--- src/logic/rivm_pkg.sv ---
// Purpose: Constants and carriers for the reset and interrupt vector map
// Assumes: One system clock; vector numbers 1..17, word addresses
// Notes:   Shared by the vector map and its checks
//
// Notes on behaviour
// Every reset kind targets word zero normally
// External requests map to 001, 002, 00D
// Timer vectors at 003..007 and 00E
// Serial vectors at 008 through 00B
// Comparator 00C, nvm 00F, store 010
// Programmed boot fuse moves reset to boot
// Vector select adds boot start to vectors
// Fuse and select decode independently
// Only enabled sources are ever dispatched
// Change enable self-clears after four cycles
// Dispatch blocked during change sequence
// Lowest pending vector number wins
package rivm_pkg;

  // ****************************************
  // Sizes and table constants
  // ****************************************
  localparam int          RIVM_ADDR_W        = 12;
  localparam int          RIVM_NUM_SRC       = 16;
  localparam int          RIVM_NUM_W         = 5;
  localparam logic [11:0] RIVM_RESET_ADDR    = 12'h000;
  localparam logic [11:0] RIVM_TABLE_START   = 12'h001;
  localparam logic [4:0]  RIVM_FIRST_IRQ_NUM = 5'h02;
  localparam int          RIVM_CHANGE_CYC    = 4;
  localparam logic        RIVM_FUSE_PROG     = 1'b0;

  // ****************************************
  // Carriers
  // ****************************************
  typedef struct packed {
    logic vectorSelect;
    logic changeEnable;
  } rivm_ctrl_s;

  typedef struct packed {
    logic        valid;
    logic [4:0]  num;
    logic [11:0] addr;
  } rivm_vec_s;

  typedef enum logic [1:0] {
    RIVM_IDLE,
    RIVM_ARMED,
    RIVM_POST_WRITE
  } rivm_seq_e;

endpackage

--- src/logic/rivm_top.sv ---
// Purpose: Reset target and prioritised interrupt vector for the core
// Assumes: Requests, control writes and instruction ends on this clock
// Notes:   Fuse level and boot start come from outside; fuse is synchronised
`timescale 1ns/1ps
`default_nettype none
module rivm_top #(
  parameter int ADDR_W  = rivm_pkg::RIVM_ADDR_W,
  parameter int NUM_SRC = rivm_pkg::RIVM_NUM_SRC
) (
  input  wire logic                 clock,
  input  wire logic                 sys_rst,
  input  wire logic [NUM_SRC-1:0]   srcPending,
  input  wire logic [NUM_SRC-1:0]   srcEnable,
  input  wire logic                 globalIrqEnable,
  input  wire logic                 bootResetFuse,
  input  wire logic [ADDR_W-1:0]    bootStartAddr,
  input  wire logic                 ctrlWrite,
  input  wire rivm_pkg::rivm_ctrl_s ctrlData,
  input  wire logic                 instrDone,
  output var  logic [ADDR_W-1:0]    resetVector_q,
  output var  rivm_pkg::rivm_vec_s  irqVector_q,
  output var  logic                 vectorSelect_q,
  output var  logic                 changeEnable_q,
  output var  logic                 dispatchBlocked_q
);
  import rivm_pkg::*;

  // ****************************************
  // Fuse synchroniser
  // ****************************************
  logic fuseMeta_q;
  logic fuseSync_q;

  always_ff @(posedge clock) begin
    if (sys_rst) begin
      fuseMeta_q <= 1'b1;
      fuseSync_q <= 1'b1;
    end else begin
      fuseMeta_q <= bootResetFuse;
      fuseSync_q <= fuseMeta_q;
    end
  end

  // ****************************************
  // Reset target
  // ****************************************
  // Reset vector decoded apart from the table base
  always_ff @(posedge clock) begin
    if (sys_rst) begin
      resetVector_q <= ADDR_W'(RIVM_RESET_ADDR);
    end else if (fuseSync_q == RIVM_FUSE_PROG) begin
      resetVector_q <= bootStartAddr;
    end else begin
      resetVector_q <= ADDR_W'(RIVM_RESET_ADDR);
    end
  end

  // ****************************************
  // Timed change sequence
  // ****************************************
  rivm_seq_e seq_q;
  logic [2:0] winCnt_q;
  logic selWrite;
  logic blockNow;

  // A write with change enable low only counts inside the window
  assign selWrite = ctrlWrite && !ctrlData.changeEnable && changeEnable_q;

  always_ff @(posedge clock) begin
    if (sys_rst) begin
      changeEnable_q <= 1'b0;
      winCnt_q       <= 3'h0;
    end else if (ctrlWrite && ctrlData.changeEnable) begin
      changeEnable_q <= 1'b1;
      winCnt_q       <= 3'(RIVM_CHANGE_CYC - 1);
    end else if (selWrite || winCnt_q == 3'h0) begin
      changeEnable_q <= 1'b0;
      winCnt_q       <= 3'h0;
    end else begin
      winCnt_q       <= winCnt_q - 3'h1;
    end
  end

  always_ff @(posedge clock) begin
    if (sys_rst) begin
      vectorSelect_q <= 1'b0;
    end else if (selWrite) begin
      vectorSelect_q <= ctrlData.vectorSelect;
    end
  end

  // Global enable is never touched; blocking is a separate gate
  always_ff @(posedge clock) begin
    if (sys_rst) begin
      seq_q <= RIVM_IDLE;
    end else begin
      unique case (seq_q)
        RIVM_IDLE: begin
          if (ctrlWrite && ctrlData.changeEnable) begin
            seq_q <= RIVM_ARMED;
          end
        end
        RIVM_ARMED: begin
          if (selWrite) begin
            seq_q <= RIVM_POST_WRITE;
          end else if (!(ctrlWrite && ctrlData.changeEnable) && winCnt_q == 3'h0) begin
            seq_q <= RIVM_IDLE;
          end
        end
        RIVM_POST_WRITE: begin
          // A fresh arm here must not fall through to idle
          if (ctrlWrite && ctrlData.changeEnable) begin
            seq_q <= RIVM_ARMED;
          end else if (instrDone) begin
            seq_q <= RIVM_IDLE;
          end
        end
      endcase
    end
  end

  assign blockNow = (seq_q != RIVM_IDLE) || (ctrlWrite && ctrlData.changeEnable);

  always_ff @(posedge clock) begin
    if (sys_rst) begin
      dispatchBlocked_q <= 1'b0;
    end else begin
      dispatchBlocked_q <= blockNow;
    end
  end

  // ****************************************
  // Priority and address
  // ****************************************
  logic [NUM_SRC-1:0] live;
  logic               anyLive;
  logic [4:0]         winIdx;
  logic [ADDR_W-1:0]  tableBase;

  assign live = srcPending & srcEnable;

  // Scan downward so the lowest number is the last to win
  always_comb begin
    anyLive = 1'b0;
    winIdx  = 5'h00;
    for (int i = NUM_SRC - 1; i >= 0; i--) begin
      if (live[i]) begin
        anyLive = 1'b1;
        winIdx  = 5'(i);
      end
    end
  end

  // Vector n sits at word n-1; vector select adds the boot start
  assign tableBase = vectorSelect_q ? bootStartAddr : ADDR_W'(RIVM_RESET_ADDR);

  always_ff @(posedge clock) begin
    if (sys_rst) begin
      irqVector_q <= '0;
    end else begin
      irqVector_q.valid <= anyLive && globalIrqEnable && !blockNow;
      irqVector_q.num   <= winIdx + RIVM_FIRST_IRQ_NUM;
      irqVector_q.addr  <= tableBase + ADDR_W'(RIVM_TABLE_START) + ADDR_W'(winIdx);
    end
  end
endmodule
`default_nettype wire

--- config.mk ---
export PLATFORM = sky130hd
export DESIGN_NAME = rivm_top
export DESIGN_NICKNAME = d
export VERILOG_FILES = /design/src/logic/rivm_pkg.sv /design/src/logic/rivm_top.sv
export SDC_FILE = /design/constraint.sdc
export NUM_CORES = 1
export LEC_CHECK = 0
export CAP_MARGIN = 0
export CORE_MARGIN = 4
export CORE_UTILIZATION = 45
export DETAILED_ROUTE_END_ITERATION = 12
export DONT_BUFFER_PORTS = 1
export HOLD_SLACK_MARGIN = 0.15
export RECOVER_POWER = 100
export SLEW_MARGIN = 20
export SYNTH_ARGS = -nofsm -noshare
export SYNTH_HDL_FRONTEND = slang
export SYNTH_SLANG_ARGS = --single-unit
--- constraint.sdc ---
create_clock -name clock -period 6.84 [get_ports clock]
set_input_delay 1.368 -clock clock [delete_from_list [all_inputs] [get_ports clock]]
set_output_delay 1.368 -clock clock [all_outputs]
set_load 0.1 [all_outputs]
==> run metrics, run 1 <==
CTS root buf=clkbuf_8; crit-path most repeated cell=o21ai_0; number of global-route vias before repair=1,541; Synth async-reset ratio=0%; Final Max Tran Viols=13; post-synthesis register bit count=40; first-pass GRT wire length=a little over 7 mm; CTS buffer count=5; Critical R2R Capture=irqVector_q[11]; Worst Hold Depth=1; Nets=294; Placer Congestion=slightly above 0.8; vias per cell=approximately 5.7; Post-DP Area=0.00207 mm2; syn nets=a little under 300; layout cells sized above 1=6.87%; final wirelength=roughly 4.6 mm; RSZ-0062 raised after global routing=false; share of the synthesized area in the top cell type=between 30% and 40%; Reg2Reg Launch Point=vectorSelect_q; endpoint class of the critical path=flip-flop; leading cell types by count after synthesis=40 x dfxtp_1, 24 x nor2_1, 22 x nand2_1, 17 x and2_1, 12 x a21oi_1; H-tree levels=2; measured slew at the worst slew-check pin=about 1.7 ns; Slowest-stage cell, CP=a41oi_1; final setup vio count=0; n_diodes=0; Final period util=56.0%; FP Rows=24; worst hold start=fuseMeta_q; GRT overflow=0; Area contributors post-synth=dfxtp_1 39%, ha_1 6.2%, and2_1 5.2%; CP max FO=8; post-route cell area=0.00216 mm2; worst vdd ir=76.1 uV; # fillers=446; status=finished with violations; # hold bufs at CTS=0; top-count cell post-synth=dfxtp_1; mapped cell area=0.00203 mm2; clock latency on the worst-skew pair=about 0.29 ns; clock slew at reported path FFs=0.08 ns; crit path kind=in2reg; Avg Inst Size Synth=a little under 9 um2; Min-Delay Endpoint=fuseSync_q; reg2reg setup slack=3.43 ns; Power Dens Cells=274 mW/mm2; Cell variety after synth=between 50 and 60; crit path launch type=input port; data arrival time of the critical path=4.05 ns; pin count of the biggest net entering global routing=26; Total Routing Usage GR=16.8%; via count=1,626; leakage power=0.842 nW; die area=0.00565 mm2; final hold violation count=0; maximum clock frequency=261 MHz; Post-CTS Setup Bufs=0; relative slew slack=-10.5%; CTS Sinks=40; Die Wd=75.2 um; Yosys top cell by area=dfxtp_1; Post-synth EDFFs=0; Starting Density=46.6%; Detailed Route Iter0 Violations=46; Area Growth Syn to Fin=6.23%; post-placement cell count=277; Top Ports=85; drt drc=0; TritonCTS clock tree=done; # port buffers=0; antenna violations before repair=0; Clock Path Buffers=2; prevailing post-synth register cell=dfxtp_1; area of the multi-input gates=~0.0011 mm2; total core area=0.00435 mm2; antenna-violating nets left=0; post-synthesis sequential area ratio=around two fifths; Syn Inst Count=231; crit path time final=3.83 ns; Max-cap violations=1; Finished Layout Cells=285; wire per inst=around 16 um; cell family with the largest share of critical-path delay=compound AO/OA/AOI/OAI gates; die height=75.2 um; Required @ worst endpoint=7.06 ns; Fin Setup TNS=0 ns; Resized cells post-CTS=0; Reg2Reg Depth=8; Critical path buffers and inverters=0; worst stage delay on the critical path=between 0.5 and 0.6 ns; HPWL Detailed=3.67 mm; Min-Delay Path Class=reg2reg; Yosys warning total=0; drt pass-1 iters=4; Seq. cell area=between 800 and 900 um2; failing checks=max-capacitance violations, max-slew violations; clock skew=0.00490 ns; Cell Chain, Critical Path=a22o_1 > a211oi_1 > o21ai_0 > and2_0 > xor2_1 > ha_1 > a211o_1 > a41oi_1 > o21ai_0 > a21oi_1
==> sequential cells by signal (all words and copies together) (netlist names) <==
name	cells
fuseMeta_q	1
irqVector_q	18
resetVector_q	12
fuseSync_q	1
dispatchBlocked_q	1
vectorSelect_q	1
changeEnable_q	1
seq_q	2
winCnt_q	3
==> placed cells by master (no fill, tap or decap), types with 2 or more instances in the layout <==
cell and n:
a21oi_1 12, clkbuf_8 7, nand2_1 22, and2_1 8, inv_1 10, nand4_1 3
xnor2_1 2, ha_1 10, a31oi_1 2, xor2_1 4, nand3b_1 2, o31ai_1 3
or3_1 2, dfxtp_1 40, or4_1 2, o211ai_1 3, a22o_1 4, o21ai_0 8
nor2_1 24, a22oi_1 6, and2_0 11, nand3_1 6, a211o_1 3, nor4_1 2
or2_2 3, nor2b_1 4, a211oi_1 6, o22ai_1 2
==> through the flow <==
| step | worst slack [ns] | util [%] | hold WS, ns | power, mW |
|---|---|---|---|---|
| after floorplan | 3.23 | - | 0.389 | 0.377 |
| after global placement | 2.98 | 47.4 | 0.400 | 0.391 |
| after detailed placement | 2.92 | 47.4 | 0.397 | 0.391 |
| after CTS | 3.22 | 50.3 | 0.420 | 0.601 |
| after global routing | 2.73 | 49.5 | 0.437 | 0.622 |
| final | 3.01 | 49.5 | 0.414 | 0.591 |
==> power breakdown <==
group	total (mW)	switching (mW)	internal [mW]	leakage [nW]
clock	0.209	0.0808	0.129	0.0645
combinational	0.0717	0.0415	0.0302	0.451
sequential	0.310	0.0640	0.246	0.327
==> worst reg2reg max path: cells and delay by family (launching register included) <==
family	cells	cell delay (ns)
buf+inv	1	1.22
simple gates	2	0.69
compound gates	4	0.76
flops	1	0.39
fa+ha+maj	1	0.30
==> area by class of cell <==
type / instances / share of cell area, %
clock buffer: 7 / 4.47
clock inverter: 1 / 1.39
inverter: 10 / 1.74
multi-input combinational: 174 / 52.1
sequential: 40 / 37.1
tap: 52 / 3.02
timing repair buffer: 1 / 0.174
==> metal layers <==
layer | wire [um] | GRT usage, % | part of all wire, %
met5 | 0 | 0 | 0
met4 | 81 | 6.41 | 1.8
met3 | 412 | 6.28 | 8.9
met2 | 2040 | 25.5 | 44
met1 | 2070 | 21.8 | 45
==> how the worst max path moves through the flow <==
stage / depth (start not counted) / start / to
3_3_place_gp: 11 / srcPending[1] / irqVector_q[7]
3_5_place_dp: 11 / srcPending[1] / irqVector_q[7]
6_report: 10 / srcPending[10] / irqVector_q[6]
5_1_grt: 10 / srcPending[10] / irqVector_q[10]
2_1_floorplan: 11 / srcPending[1] / irqVector_q[7]
4_1_cts: 11 / srcPending[1] / irqVector_q[7]
==> kinds of logic after synthesis <==
logic type / share of synthesized area [%]
DFF: 39.5
muxes: 1.05
AOI/OAI and AO/OA: 23.7
and+or+nand+nor: 23.4
xor gates and xnor gates: 2.59
buffers and inverters: 3.64
adders and majority gates: 6.17
(Power assumes the default switching activity.)
==> run 2: changes to the inputs <==
==> constraint.sdc (replaced) <==
create_clock -name clock -period 4 [get_ports clock]
set_input_delay 0.8 -clock clock [delete_from_list [all_inputs] [get_ports clock]]
set_output_delay 0.8 -clock clock [all_outputs]
set_load 0.1 [all_outputs]
==> run metrics, run 2 (synthesis results as in run 1) <==
Power Dens Cells=454 mW/mm2; FP Rows=24; Resized cells post-CTS=0; wire per inst=15.8 um; Nets=296; total core area=between 0.004 and 0.005 mm2; H-tree levels=2; clock skew=0.00545 ns; Min-Delay Path Class=reg2reg; commonest non-fill, non-tap cell in the layout=dfxtp_1; leakage power=0.848 nW; crit path time final=3.26 ns; TritonCTS clock tree=done; final wirelength=4.54 mm; clock latency on the worst-skew pair=0.29 ns; Placer Congestion=between 0.8 and 0.9; Clock Path Buffers=2; first-pass GRT wire length=7.09 mm; CTS root buf=clkbuf_8; drt drc=0; endpoint class of the critical path=flip-flop; relative slew slack=17.7%; measured slew at the worst slew-check pin=1.23 ns; n_diodes=0; most frequent cells in the layout=40 x dfxtp_1, 24 x nor2_1, 22 x nand2_1, 13 x and2_1, 12 x a21oi_1; data arrival time of the critical path=3.48 ns; Final period util=81.4%; antenna violations before repair=0; CTS Sinks=40; Top Ports=85; CP max FO=8; Reg2Reg Depth=8; final core utilization=49.4%; worst vdd ir=212 uV; number of flip-flops in the largest register=18; vias per cell=between 5 and 6; RSZ-0062 raised after global routing=false; final hold violation count=0; GRT overflow=0; Max-cap violations=0; Fin Setup TNS=0 ns; crit path kind=in2reg; Final Max Tran Viols=0; via count=1,629; CTS buffer count=5; Required @ worst endpoint=4.22 ns; Die Wd=75.2 um; drt pass-1 iters=4; Post-CTS Setup Bufs=0; status=complete, no violations; final setup vio count=0; Detailed Route Iter0 Violations=122; clock slew at reported path FFs=0.07 ns; die height=between 70 and 80 um; pin count of the biggest net entering global routing=26; # port buffers=0; die area=0.00565 mm2; Worst Hold Depth=1; Starting Density=a little under half; total power=~980 uW; Area Growth Syn to Fin=6.04%; Top reg by flops=irqVector_q; antenna-violating nets left=0; crit path launch type=input port; maximum clock frequency=307 MHz; layout cells sized above 1=7.23%; Regs by FF count=irqVector_q (18), resetVector_q (12), winCnt_q (3); # hold bufs at CTS=0; HPWL Detailed=about 3.6 mm; number of global-route vias before repair=1,515; Total Routing Usage GR=16.6%
[run 2: cell count changes in the layout (fill, tap and decap cells not counted)]
cell	change
and2_1	+5
buf_4	+2
clkbuf_1	+1
clkbuf_8	-2
and2_0	-5
clkinv_2	+1
[run 2: routing by layer]
layer	part of all wire, %	global-route usage (%)
met2	44	24.9
met4	1.7	6.41
met5	0	0
met3	10	5.87
met1	44	21.7
[run 2: stage by stage]
step	cells	area (um2)	setup WS, ns	hold slack [ns]
2_1_floorplan	231	2030	0.961	0.389
3_3_place_gp	279	2080	0.670	0.402
3_5_place_dp	279	2080	0.654	0.404
4_1_cts	287	2190	0.948	0.426
5_1_grt	287	2150	0.466	0.437
6_report	287	2150	0.744	0.419
[run 2: cell type report]
cell class | count | area (um2)
timing repair buffer | 3 | 18.8
tap | 52 | 65.1
sequential | 40 | 801
inverter | 10 | 37.5
clock inverter | 2 | 35.0
clock buffer | 6 | 72.6
multi-input combinational | 174 | 1120
fill | 441 | 2200
[run 2: final timing paths]
kind                    end  slack (ns)      startpoint
max          irqVector_q[6]        0.74  srcPending[10]
min              fuseSync_q        0.42      fuseMeta_q
max reg2reg  irqVector_q[7]        1.56  vectorSelect_q
min reg2reg      fuseSync_q        0.42      fuseMeta_q
[run 2: critical path, stage by stage]
cell,delay [ns]
a22o_1,0.23
a211oi_1,0.36
o21ai_0,0.24
and2_0,0.28
xor2_1,0.17
ha_1,0.22
a211o_1,0.29
a41oi_1,0.54
o21ai_0,0.20
a21oi_1,0.16
[run 2: where the power goes]
part / internal (mW) / switching, mW / leakage (nW)
Sequential: 0.420 / 0.104 / 0.327
Clock: 0.185 / 0.139 / 0.0552
Combinational: 0.0525 / 0.0758 / 0.466
Total: 0.657 / 0.319 / 0.848
